<file path="src/sals_pkg.sv">
// shared constants and types for the start-up / protection sequencer
package sals_pkg;
  localparam int unsigned CLK_HZ = 40000000;
  localparam int unsigned SAFETY_WAIT_US = 200;
  // least time: at least one cycle, no round-up
  localparam int unsigned SAFETY_WAIT_CYC =
    (SAFETY_WAIT_US * (CLK_HZ / 1000000) + 0) < 1 ? 1 :
    SAFETY_WAIT_US * (CLK_HZ / 1000000);
  localparam int unsigned REG_CYCLES = 8;
  localparam int unsigned OVP_EVENTS = 4;
  localparam int unsigned LATCH_THRESHOLD_MV = 3000;
  localparam int unsigned BLANK_CYC_DEF = 10;
  localparam int unsigned VALID_CYC_DEF = 20;
  localparam logic ARMED_RST = 1'b0;
  localparam logic LATCHED_RST = 1'b0;

  typedef enum logic [5:0] {
    SALS_IDLE   = 6'h01,
    SALS_WAIT   = 6'h02,
    SALS_RUN    = 6'h04,
    SALS_HICC1  = 6'h08,
    SALS_HICC2  = 6'h10,
    SALS_LATCH  = 6'h20
  } sals_state_t;
endpackage

</file>
<file path="src/sals_ovp_if.sv">
// link between the sequencer core and its over-voltage qualifier
interface sals_ovp_if;
  logic drv_off_pulse;
  logic cmp_hi;
  logic clear;
  logic event_pulse;
  logic count_full;
  modport core (output drv_off_pulse, output cmp_hi, output clear,
    input event_pulse, input count_full);
  modport qual (input drv_off_pulse, input cmp_hi, input clear,
    output event_pulse, output count_full);
endinterface

</file>
<file path="src/sals_ovp_qual.sv">
// over-voltage qualifier: blanking, minimum high time, event counter
module sals_ovp_qual #(
  parameter int unsigned BLANK_CYC = sals_pkg::BLANK_CYC_DEF,
  parameter int unsigned VALID_CYC = sals_pkg::VALID_CYC_DEF
) (
  input wire logic sys_clk_in,
  input wire logic rst_in,
  sals_ovp_if.qual ovp
);
  logic [15:0] blank_r, blank_nxt;
  logic [15:0] hi_r, hi_nxt;
  logic done_r, done_nxt;
  logic [2:0] cnt_r, cnt_nxt;
  logic ev_r, ev_nxt;

  always_comb begin
    blank_nxt = blank_r;
    hi_nxt = hi_r;
    done_nxt = done_r;
    cnt_nxt = cnt_r;
    ev_nxt = 1'b0;
    if (ovp.drv_off_pulse) begin
      blank_nxt = 16'(BLANK_CYC);
      hi_nxt = 16'h0000;
      done_nxt = 1'b0;
    end else if (blank_r != 16'h0000) begin
      blank_nxt = blank_r - 16'h0001;
    end else if (ovp.cmp_hi) begin
      if (!done_r) begin
        hi_nxt = hi_r + 16'h0001;
        if (hi_r + 16'h0001 >= 16'(VALID_CYC)) begin
          ev_nxt = 1'b1;
          done_nxt = 1'b1;
          if (cnt_r != 3'(sals_pkg::OVP_EVENTS))
            cnt_nxt = cnt_r + 3'h1;
        end
      end
    end else begin
      hi_nxt = 16'h0000; // short high discarded
    end
    if (ovp.clear)
      cnt_nxt = 3'h0;
  end

  always_ff @(posedge sys_clk_in or posedge rst_in) begin
    if (rst_in) begin
      blank_r <= 16'h0000;
      hi_r <= 16'h0000;
      done_r <= 1'b0;
      cnt_r <= 3'h0;
      ev_r <= 1'b0;
    end else begin
      blank_r <= blank_nxt;
      hi_r <= hi_nxt;
      done_r <= done_nxt;
      cnt_r <= cnt_nxt;
      ev_r <= ev_nxt;
    end
  end

  assign ovp.event_pulse = ev_r;
  assign ovp.count_full = (cnt_r == 3'(sals_pkg::OVP_EVENTS));
endmodule

</file>
<file path="src/sals_sequencer.sv">
// start-up sequencer with armed flag, pre-short latch and ovp latch
////////////////////////////////////////////////////////////////////////
// Functional notes
// - grounded feedback suppresses every drive pulse
// - first pulse only after 200 us wait
// - arm on first pulse synchronised to turn-on
// - feedback grounded at turn-on: no arming
// - unarmed undervoltage: double hiccup, then latch
// - pulses allowed through first falling cycle
// - eight regulated cycles clear armed flag
// - feedback grounding during start-up clears arm
// - after supply reset, fresh start re-arms
// - latch stops pulses until supply reset
// - ignore comparator during blanking after turn-off
// - comparator high must last validation time
// - latch after four validated over-voltage events
// - trip above 3 V latch threshold
// - armed undervoltage latches immediately
// - pre-short logic only in latched variant
module sals_sequencer #(
  parameter bit PRESHORT_EN = 1'b1,
  parameter int unsigned SAFETY_CYC = sals_pkg::SAFETY_WAIT_CYC,
  parameter int unsigned BLANK_CYC = sals_pkg::BLANK_CYC_DEF,
  parameter int unsigned VALID_CYC = sals_pkg::VALID_CYC_DEF
) (
  input wire logic sys_clk_in,
  input wire logic rst_in,
  input wire logic supply_on_in,
  input wire logic supply_reset_in,
  input wire logic undervoltage_lockout_in,
  input wire logic feedback_grounded_in,
  input wire logic switch_tick_in,
  input wire logic drive_request_in,
  input wire logic below_peak_current_limit_in,
  input wire logic latch_cmp_in,
  output logic gate_drive_out,
  output logic armed_out,
  output logic latched_out,
  output logic overvoltage_event_out,
  output logic [5:0] state_out
);
  ////////////////////////////////////////////////////////////////////
  // pin synchronisers: first stage read only by the second
  logic [7:0] s1_r, s2_r;
  always_ff @(posedge sys_clk_in or posedge rst_in) begin
    if (rst_in) begin
      s1_r <= 8'h00;
      s2_r <= 8'h00;
    end else begin
      s1_r <= {supply_on_in, supply_reset_in, undervoltage_lockout_in,
        feedback_grounded_in, switch_tick_in, drive_request_in,
        below_peak_current_limit_in, latch_cmp_in};
      s2_r <= s1_r;
    end
  end
  logic von, vrst, undervoltage_lockout, fbg, tick, dreq, below, cmp;
  assign {von, vrst, undervoltage_lockout, fbg, tick, dreq, below, cmp} = s2_r;

  logic von_d_r, undervoltage_lockout_d_r, tick_d_r;
  always_ff @(posedge sys_clk_in or posedge rst_in) begin
    if (rst_in) begin
      von_d_r <= 1'b0;
      undervoltage_lockout_d_r <= 1'b0;
      tick_d_r <= 1'b0;
    end else begin
      von_d_r <= von;
      undervoltage_lockout_d_r <= undervoltage_lockout;
      tick_d_r <= tick;
    end
  end
  logic von_rise, undervoltage_lockout_rise, tick_rise;
  assign von_rise = von & ~von_d_r;
  assign undervoltage_lockout_rise = undervoltage_lockout & ~undervoltage_lockout_d_r;
  assign tick_rise = tick & ~tick_d_r;

  ////////////////////////////////////////////////////////////////////
  sals_ovp_if ovp ();
  sals_ovp_qual #(.BLANK_CYC(BLANK_CYC), .VALID_CYC(VALID_CYC)) u_qual (
    .sys_clk_in(sys_clk_in),
    .rst_in(rst_in),
    .ovp(ovp)
  );

  ////////////////////////////////////////////////////////////////////
  sals_pkg::sals_state_t state_r, state_nxt;
  logic [15:0] wait_r, wait_nxt;
  logic armed_r, armed_nxt;
  logic sync_r, sync_nxt;      // feedback free at turn-on and through the wait
  logic first_r, first_nxt;    // no pulse yet in this start-up
  logic pulsed_r, pulsed_nxt;  // a pulse came in this supply cycle
  logic strike_r, strike_nxt;  // one unarmed undervoltage seen
  logic [3:0] reg_r, reg_nxt;
  logic drv_r, drv_nxt;

  always_comb begin
    state_nxt = state_r;
    wait_nxt = wait_r;
    armed_nxt = armed_r;
    sync_nxt = sync_r;
    first_nxt = first_r;
    pulsed_nxt = pulsed_r;
    strike_nxt = strike_r;
    reg_nxt = reg_r;
    drv_nxt = 1'b0;
    case (state_r)
      sals_pkg::SALS_IDLE: begin
        if (von_rise) begin
          state_nxt = sals_pkg::SALS_WAIT;
          wait_nxt = 16'(SAFETY_CYC);
          sync_nxt = ~fbg;
          first_nxt = 1'b1;
          pulsed_nxt = 1'b0;
          reg_nxt = 4'h0;
        end
      end
      sals_pkg::SALS_WAIT: begin
        if (fbg)
          sync_nxt = 1'b0;
        if (wait_r > 16'h0001)
          wait_nxt = wait_r - 16'h0001;
        else
          state_nxt = sals_pkg::SALS_RUN;
      end
      sals_pkg::SALS_RUN: begin
        // pulses run until the undervoltage event itself
        drv_nxt = dreq & ~fbg;
        if (drv_nxt) begin
          pulsed_nxt = 1'b1;
          first_nxt = 1'b0;
          if (first_r && sync_r && PRESHORT_EN)
            armed_nxt = 1'b1;
        end
        if (fbg && armed_r && reg_r != 4'(sals_pkg::REG_CYCLES))
          armed_nxt = 1'b0;
        if (tick_rise) begin
          if (below)
            reg_nxt = (reg_r == 4'(sals_pkg::REG_CYCLES)) ? reg_r
              : reg_r + 4'h1;
          else
            reg_nxt = 4'h0;
          if (below && reg_r + 4'h1 >= 4'(sals_pkg::REG_CYCLES))
            armed_nxt = 1'b0;
        end
        if (undervoltage_lockout_rise) begin
          drv_nxt = 1'b0;
          if (armed_r && PRESHORT_EN) begin
            state_nxt = sals_pkg::SALS_LATCH;
          end else if (strike_r && PRESHORT_EN) begin
            state_nxt = sals_pkg::SALS_LATCH;
          end else begin
            // no pulse in the falling cycle also hiccups
            strike_nxt = PRESHORT_EN;
            state_nxt = sals_pkg::SALS_HICC1;
          end
          armed_nxt = 1'b0;
        end
      end
      sals_pkg::SALS_HICC1: begin
        if (von_rise)
          state_nxt = sals_pkg::SALS_HICC2; // restart ignored once
      end
      sals_pkg::SALS_HICC2: begin
        if (von_rise) begin
          state_nxt = sals_pkg::SALS_WAIT;
          wait_nxt = 16'(SAFETY_CYC);
          sync_nxt = ~fbg;
          first_nxt = 1'b1;
          pulsed_nxt = 1'b0;
          reg_nxt = 4'h0;
        end
      end
      sals_pkg::SALS_LATCH: begin
        drv_nxt = 1'b0;
      end
      default: state_nxt = sals_pkg::SALS_IDLE;
    endcase
    if (ovp.count_full && state_r != sals_pkg::SALS_LATCH) begin
      state_nxt = sals_pkg::SALS_LATCH;
      drv_nxt = 1'b0;
    end
    // supply reset wins over everything
    if (vrst) begin
      state_nxt = sals_pkg::SALS_IDLE;
      armed_nxt = sals_pkg::ARMED_RST;
      strike_nxt = 1'b0;
      drv_nxt = 1'b0;
    end
  end

  always_ff @(posedge sys_clk_in or posedge rst_in) begin
    if (rst_in) begin
      state_r <= sals_pkg::SALS_IDLE;
      wait_r <= 16'h0000;
      armed_r <= sals_pkg::ARMED_RST;
      sync_r <= 1'b0;
      first_r <= 1'b0;
      pulsed_r <= 1'b0;
      strike_r <= 1'b0;
      reg_r <= 4'h0;
      drv_r <= 1'b0;
    end else begin
      state_r <= state_nxt;
      wait_r <= wait_nxt;
      armed_r <= armed_nxt;
      sync_r <= sync_nxt;
      first_r <= first_nxt;
      pulsed_r <= pulsed_nxt;
      strike_r <= strike_nxt;
      reg_r <= reg_nxt;
      drv_r <= drv_nxt;
    end
  end

  // comparator only meaningful during off-time
  assign ovp.cmp_hi = cmp & ~drv_r;
  assign ovp.drv_off_pulse = drv_r & ~drv_nxt;
  assign ovp.clear = vrst;

  assign gate_drive_out = drv_r;
  assign armed_out = armed_r;
  assign latched_out = (state_r == sals_pkg::SALS_LATCH);
  assign overvoltage_event_out = ovp.event_pulse;
  assign state_out = state_r;
endmodule

</file>
<file path="config.mk">
export PLATFORM = sky130hd
export DESIGN_NAME = sals_sequencer
export DESIGN_NICKNAME = d
export VERILOG_FILES = /design/src/sals_pkg.sv /design/src/sals_ovp_if.sv /design/src/sals_ovp_qual.sv /design/src/sals_sequencer.sv
export SDC_FILE = /design/constraint.sdc
export NUM_CORES = 1
export LEC_CHECK = 0
export ABC_AREA = 1
export BUFFER_PORTS_ARGS = -buffer_cell sky130_fd_sc_hd__buf_2
export CORE_MARGIN = 3
export CORE_UTILIZATION = 40
export DETAILED_ROUTE_END_ITERATION = 10
export PLACE_DENSITY = 0.56
export SLEW_MARGIN = 5
export SYNTH_ARGS = -nofsm -noshare
export SYNTH_HDL_FRONTEND = slang
export SYNTH_SLANG_ARGS = --single-unit
</file>
<file path="constraint.sdc">
create_clock -name sys_clk_in -period 5.8 [get_ports sys_clk_in]
set_input_delay 0.87 -clock sys_clk_in [delete_from_list [all_inputs] [get_ports sys_clk_in]]
set_output_delay 0.87 -clock sys_clk_in [all_outputs]
set_load 0.02 [all_outputs]
</file>
==> results of run 1 <==
==> layout make-up <==
class	instances	area, um^2	area share, %
clock buffer	10	239	4.70
timing repair buffer	20	103	2.02
sequential	87	2180	42.8
inverter	96	362	7.11
clock inverter	6	52.6	1.03
tap	140	175	3.44
multi-input combinational	393	1980	38.9
==> per-stage QoR <==
| stage | total power [mW] | utilization [%] | cells |
|---|---|---|---|
| after CTS | 1.93 | 46.3 | 752 |
| after global routing | 2.06 | 46.3 | 752 |
| final | 1.90 | 46.3 | 752 |
| after global placement | 1.34 | 43.7 | 736 |
| after detailed placement | 1.35 | 43.7 | 736 |
| after floorplan | 1.24 | - | 583 |
==> path summary, 6_finish.rpt <==
check | startpoint | endpoint
min reg2reg | s1_r[2] | s2_r[2]
max in group asynchronous | rst_in | u_qual.blank_r[7]
min | s1_r[2] | s2_r[2]
max reg2reg | gate_drive_out | u_qual.hi_r[4]
min in group asynchronous | rst_in | s1_r[0]
max | gate_drive_out | u_qual.hi_r[4]
==> registers in the layout (all words and copies together), names as in the netlist, 3 cells and up <==
name,cells
s1_r,8
s2_r,8
u_qual.cnt_r,3
wait_r,16
reg_r,4
u_qual.hi_r,16
state_out,6
u_qual.blank_r,16
==> report_power, final <==
part	switching, mW	internal, mW
clock network	0.249	0.308
logic	0.330	0.178
registers	0.103	0.729
total	0.682	1.21
==> cell usage in the layout, fill, tap and decap left out, drive strengths merged <==
cell type,count
a211o,1
a21oi,21
a31oi,4
a41oi,1
and3,1
buf,20
clkbuf,10
clkinv,5
clkinvlp,2
dfrtp,86
dfstp,1
ha,8
inv,95
mux2,1
nand2,124
nand3,42
nand3b,2
nand4,11
nor2,87
nor3,15
nor4,1
o211ai,4
o21a,1
o21ai,44
o21bai,2
o22ai,1
o31ai,11
or2,2
xnor2,5
xor2,4
==> worst max-delay path: cells and delay by family (launching register included) <==
kind                   cells  cell delay (ns)
DFF                        1             0.42
buffers and inverters      1             0.47
AOI/OAI and AO/OA          2             0.85
and+or+nand+nor            1             0.59
==> metal layers <==
| metal | track usage [%] | up-vias | routed length [um] |
|---|---|---|---|
| met2 | 23.3 | 42 | 4070 |
| met3 | 3.58 | 5 | 251 |
| met1 | 21.1 | 1711 | 4520 |
| met4 | 4.89 | 0 | 99 |
| met5 | 0 | - | 0 |
| li1 | - | 1929 | - |
==> logic make-up (layout without fill, tap and decap cells) <==
group	Yosys count	in the layout	synth area share (%)
compound gates	90	90	11.9
xor+xnor	9	9	1.72
fa+ha+maj	8	8	2.19
buf+inv	103	132	9.06
flops	87	87	47.7
mux	1	1	0.246
simple gates	285	285	27.2
==> insert_results.sql, run 1 <==
INSERT INTO impl_metrics (metric_group, metric, value, unit) VALUES
('sta', 'max_slew_margin', '34.5', '%'),
('place', 'place_ws', '3.29', 'ns'),
('critical_path', 'crit_slowest_cell', 'sky130_fd_sc_hd__o21ai_4', ''),
('critical_path', 'timing.critical_path.from_type', 'flop', ''),
('clock_tree', 'cts.clk_slew.worst_paths', '0.07', 'ns'),
('floorplanning', 'floorplan.io_pins', '20', ''),
('pwr', 'powerDensity', '373', 'nW/um^2'),
('synth', 'synth_most_common_cell', 'sky130_fd_sc_hd__nand2_1', ''),
('global_route', 'overflow', '0', ''),
('critical_path', 'criticalPathCategory', 'reg -> reg', ''),
('clock_tree', 'ctsResizeCount', '0', ''),
('sta', 'slew_of_the_pin_with_the_lowest_slew_margin', '0.983', 'ns'),
('clock_tree', 'postCtsSetupBuffers', '0', ''),
('synth', 'synth-main-ff-cell', 'sky130_fd_sc_hd__dfrtp_1', ''),
('floorplanning', 'die-area', '12700', 'um^2'),
('finish', 'design.final.nets', '625', ''),
('place', 'routabilityCongestion', '0.877', ''),
('global_route', 'grt_antenna_before_repair', '0', ''),
('floorplanning', 'fp.dieW', '113', 'um'),
('global_route', 'via_count_of_the_first_global_routing_pass', '3425', ''),
('critical_path', 'timing.critical_path.slowest_cell_delay', '0.67', 'ns'),
('sta', 'timing.final.ws_setup', '3.32', 'ns'),
('sta', 'max_clk_rate', '0.403', 'GHz'),
('sta', 'final-max-slew-violation-count', '0', ''),
('routing', 'vias_per_cell', '4.90', ''),
('critical_path', 'timing.critical_path.cells', 'nor2_1 -> clkinv_1 -> o21ai_4 -> o21ai_0', ''),
('synth', 'yosys_warnings', '0', ''),
('synth', 'netlist-cell-type-count', '40', ''),
('routing', 'drt_first_pass_iters', '5', ''),
('clock_tree', 'ctsHoldBuffers', '0', ''),
('routing', 'ant_nets', '0', ''),
('synth', 'synth.yosys.seq_area_share', '47.7', '%'),
('routing', 'post-route-drc-count', '0', ''),
('synth', 'synth_largest_type_area_fraction', '47.1', '%'),
('clock_tree', 'cts_buffers', '9', ''),
('floorplanning', 'core_region_area', '11000', 'um^2'),
('global_route', 'track_usage', '15.1', '%'),
('sta', 'finalSetupTns', '0', 'ns'),
('clock_tree', 'clock_tree.htree_level_count', '3', ''),
('pwr', 'power.ir.vdd_worst', '0.000185', 'V'),
('sta', 'hold-worst-slack', '0.349', 'ns'),
('clock_tree', 'clock_tree_from_tritoncts', 'yes', ''),
('floorplanning', 'fp.dieH', '113', 'um'),
('sta', 'clock_skew', '0.00784', 'ns'),
('finish', 'final_area', '5090', 'um^2'),
('synth', 'library_cell_with_the_largest_summed_area_after_synthesis', 'sky130_fd_sc_hd__dfrtp_1', ''),
('global_route', 'grt_pass1_wl', '15700', 'um'),
('finish', 'insertedDiodeCount', '0', ''),
('clock_tree', 'clk_root_buffer_cell', 'sky130_fd_sc_hd__clkbuf_16', ''),
('floorplanning', 'floorplan.initialDensity', '41.6', '%'),
('routing', 'drt_iter0_drc', '164', ''),
('sta', 'finalSetupViolCount', '0', ''),
('sta', 'fin_crit_sh', '42.8', '%'),
('synth', 'synth_seq_cells', '87', ''),
('critical_path', 'timing.critical_path.to_type', 'flop', ''),
('clock_tree', 'clock_latency_of_the_later_clocked_register_in_the_worst_skew_pair', '0.34', 'ns'),
('critical_path', 'r2r.worst_path.cells', '4', ''),
('sta', 'final-hold-violation-count', '0', ''),
('status', 'outcome', 'finished clean', ''),
('routing', 'num_vias', '3687', ''),
('synth', 'postSynthAreaPerCell', '7.84', 'um^2'),
('synth', 'synth_top_area_cells', 'sky130_fd_sc_hd__dfrtp_1 47%, sky130_fd_sc_hd__nand2_1 9.9%, sky130_fd_sc_hd__inv_1 7.4%', ''),
('finish', 'n_fill_cell', '1073', ''),
('synth', 'syn_nets', '601', ''),
('place', 'io_buffer_count', '19', ''),
('sta', 'rsz0062_at_grt', 'no', ''),
('place', 'postPlaceCellArea', '4790', 'um^2'),
('critical_path', 'regToRegSetupSlack', '3.32', 'ns'),
('pwr', 'total_leakage_power', '2.40', 'nW'),
('job', 'drv_cap', '0', ''),
('synth', 'fraction_of_registers_with_async_set_reset', '100', '%');
(Power assumes the default switching activity.)
==> run 2, diff against run 1 <==
PLACE_DENSITY = 0.58   (was 0.56)
clock period = 2.1 ns   (was 5.8 ns; I/O delays follow)
==> run 2 against run 1 <==
Sequential power grew to 2.8 times the previous value. Global-route usage grew 1.1 points. Maximum frequency grew 26%. Via count up 5.2%. Highest routed layer unchanged. Core utilization is 2.6 points higher. Critical path type unchanged. Critical path depth increased by 10. Die area stayed put. Largest cell class unchanged. Register-to-register slack got worse by 3.2 ns. Final cell count grew 2.9%.
==> insert_results.sql, run 2 (synthesis gave the netlist of run 1 again) <==
INSERT INTO impl_metrics (metric_group, metric, value, unit) VALUES
('pwr', 'total_leakage_power', '2.53', 'nW'),
('floorplanning', 'floorplan.io_pins', '20', ''),
('floorplanning', 'fp.dieH', '113', 'um'),
('clock_tree', 'clock_latency_of_the_later_clocked_register_in_the_worst_skew_pair', '0.34', 'ns'),
('routing', 'ant_nets', '0', ''),
('routing', 'vias_per_cell', '5.01', ''),
('global_route', 'global_route.usage.met3', '3.74', '%'),
('floorplanning', 'floorplan.initialDensity', '41.6', '%'),
('global_route', 'grt_start_max_net_pins', '88', ''),
('sta', 'max_clk_rate', '0.507', 'GHz'),
('critical_path', 'cp_num_buf_inv', '1', ''),
('finish', 'drive_gt1_share', '14.8', '%'),
('global_route', 'overflow', '0', ''),
('finish', 'area_delta_synth_final', '17.5', '%'),
('finish', 'n_fill_cell', '1052', ''),
('routing', 'num_vias', '3877', ''),
('hold_path', 'hp-class', 'in -> reg', ''),
('global_route', 'grt_antenna_before_repair', '0', ''),
('clock_tree', 'ctsHoldBuffers', '0', ''),
('routing', 'post-route-drc-count', '0', ''),
('pwr', 'power.ir.vdd_worst', '0.000549', 'V'),
('sta', 'final-hold-violation-count', '0', ''),
('critical_path', 'crit_fanout', '5', ''),
('routing', 'wl_per_cell', '12.7', 'um'),
('global_route', 'grt_most_used_layer', 'met2', ''),
('clock_tree', 'clk_root_buffer_cell', 'sky130_fd_sc_hd__clkbuf_16', ''),
('clock_tree', 'cts_buffers', '9', ''),
('sta', 'final-max-slew-violation-count', '0', ''),
('critical_path', 'timing.critical_path.from_type', 'flop', ''),
('sta', 'clock_skew', '0.00805', 'ns'),
('global_route', 'use_met1', '21.5', '%'),
('critical_path', 'timing.critical_path.slowest_cell_delay', '0.38', 'ns'),
('clock_tree', 'clock_tree.htree_level_count', '3', ''),
('critical_path', 'criticalPathCategory', 'reg -> reg', ''),
('critical_path', 'cpMostUsedCell', 'sky130_fd_sc_hd__nand2_1', ''),
('finish', 'design.final.nets', '647', ''),
('critical_path', 'timing.critical_path.to_type', 'flop', ''),
('finish', 'layout_commonest_cell', 'sky130_fd_sc_hd__nand2_1', ''),
('finish', 'finalCoreUtilization', '48.9', '%'),
('routing', 'drt_iter0_drc', '174', ''),
('sta', 'finalWorstPathRequiredPeriod', '1.97', 'ns'),
('critical_path', 'regToRegSetupSlack', '0.13', 'ns'),
('routing', 'drt_wl_total', '9820', 'um'),
('routing', 'drt_first_pass_iters', '4', ''),
('sta', 'slew_of_the_pin_with_the_lowest_slew_margin', '0.464', 'ns'),
('finish', 'largest_registers', 'u_qual.blank_r (16), u_qual.hi_r (16), wait_r (16)', ''),
('sta', 'finalSetupTns', '0', 'ns'),
('global_route', 'via_count_of_the_first_global_routing_pass', '3806', ''),
('clock_tree', 'clock_tree_from_tritoncts', 'yes', ''),
('finish', 'mostFrequentLayoutCells', '119 x sky130_fd_sc_hd__nand2_1, 89 x sky130_fd_sc_hd__inv_1, 86 x sky130_fd_sc_hd__dfrtp_1', ''),
('floorplanning', 'die-area', '12700', 'um^2'),
('critical_path', 'crit_family', 'simple AND/OR/NAND/NOR gates', ''),
('critical_path', 'crit_slowest_cell', 'sky130_fd_sc_hd__dfrtp_1', ''),
('pwr', 'total_power', '5.45', 'mW'),
('critical_path', 'timing.critical_path.cells', 'ha_1 -> nand2_1 -> nor2_4 -> nand2_1 -> nand2_1 -> nand2_1 -> inv_1 -> nand2_1 -> nor3_1 -> nand3_2 -> nand2_2 -> nand2_1 -> nand2_1 -> nor2_1', ''),
('floorplanning', 'core_region_area', '11000', 'um^2'),
('place', 'postPlaceCellArea', '4920', 'um^2'),
('finish', 'insertedDiodeCount', '0', ''),
('sta', 'finalSetupViolCount', '0', ''),
('global_route', 'grt_use_met2', '26.5', '%'),
('global_route', 'grt_pass1_wl', '17000', 'um'),
('critical_path', 'crit_arrival', '2.21', 'ns'),
('floorplanning', 'rows', '38', ''),
('finish', 'final_area', '5370', 'um^2'),
('clock_tree', 'cts.clk_slew.worst_paths', '0.07', 'ns'),
('job', 'drv_cap', '0', ''),
('clock_tree', 'cts_max_path_buffers', '2', ''),
('global_route', 'track_usage', '16.3', '%'),
('sta', 'rsz0062_at_grt', 'yes', ''),
('status', 'outcome', 'finished clean', ''),
('sta', 'max_slew_margin', '69.0', '%'),
('floorplanning', 'fp.dieW', '113', 'um'),
('place', 'dp_hpwl', '6970', 'um'),
('place', 'io_buffer_count', '19', ''),
('clock_tree', 'numClockSinks', '87', ''),
('critical_path', 'cp.required', '2.33', 'ns'),
('sta', 'fin_crit_sh', '94.0', '%'),
('pwr', 'powerDensity', '1010', 'nW/um^2'),
('place', 'routabilityCongestion', '0.886', '');
run 2: where the power goes:
part | switching [mW] | leakage [nW] | internal (mW)
Clock | 0.743 | 0.149 | 0.846
Combinational | 0.971 | 1.28 | 0.594
Sequential | 0.282 | 1.10 | 2.01
run 2: metal layers:
metal / vias up / part of all wire, %
met2: 70 / 48
met3: 15 / 3.9
li1: 1974 / -
met4: 0 / 1.6
met1: 1818 / 47
met5: - / 0
run 2: final cells by class:
cell class / instances / area (um^2) / area share, %
sequential: 87 / 2180 / 40.6
tap: 140 / 175 / 3.26
multi-input combinational: 396 / 2090 / 38.8
clock buffer: 9 / 225 / 4.19
clock inverter: 7 / 76.3 / 1.42
inverter: 96 / 367 / 6.83
timing repair buffer: 39 / 262 / 4.87
run 2: metrics by stage:
stage	setup slack [ns]	cells	hold WS, ns
after global placement	0.119	751	0.332
final	0.127	774	0.0778
after CTS	0.0288	767	0.0663
after global routing	-0.0671	774	0.0654
after detailed placement	0.0518	751	0.335
after floorplan	0.146	583	0.331
run 2: path summary, 6_finish.rpt:
path | from | endpoint | cells past startpoint
min reg2reg | s1_r[7] | s2_r[7] | 0
max reg2reg | u_qual.hi_r[1] | u_qual.cnt_r[0] | 14
min | below_peak_current_limit_in | s1_r[1] | 1
min in group asynchronous | rst_in | wait_r[8] | 3
max | u_qual.hi_r[1] | u_qual.cnt_r[0] | 14
max in group asynchronous | rst_in | u_qual.cnt_r[2] | 3
run 2: what timing repair did:
action / in CTS / in global routing
buffers inserted: 0 / 4
gates resized for setup: 0 / 22
setup endpoints to repair: 0 / 43
endpoints found under the hold margin: 0 / 0
run 2: worst register-to-register path: stages (launching register included):
cell                      delay (ns)
sky130_fd_sc_hd__dfrtp_1        0.38
sky130_fd_sc_hd__ha_1           0.25
sky130_fd_sc_hd__nand2_1        0.13
sky130_fd_sc_hd__nor2_4         0.15
sky130_fd_sc_hd__nand2_1        0.07
sky130_fd_sc_hd__nand2_1        0.06
sky130_fd_sc_hd__nand2_1        0.04
sky130_fd_sc_hd__inv_1          0.06
sky130_fd_sc_hd__nand2_1        0.05
sky130_fd_sc_hd__nor3_1         0.22
sky130_fd_sc_hd__nand3_2        0.16
sky130_fd_sc_hd__nand2_2        0.13
sky130_fd_sc_hd__nand2_1        0.06
sky130_fd_sc_hd__nand2_1        0.05
sky130_fd_sc_hd__nor2_1         0.05
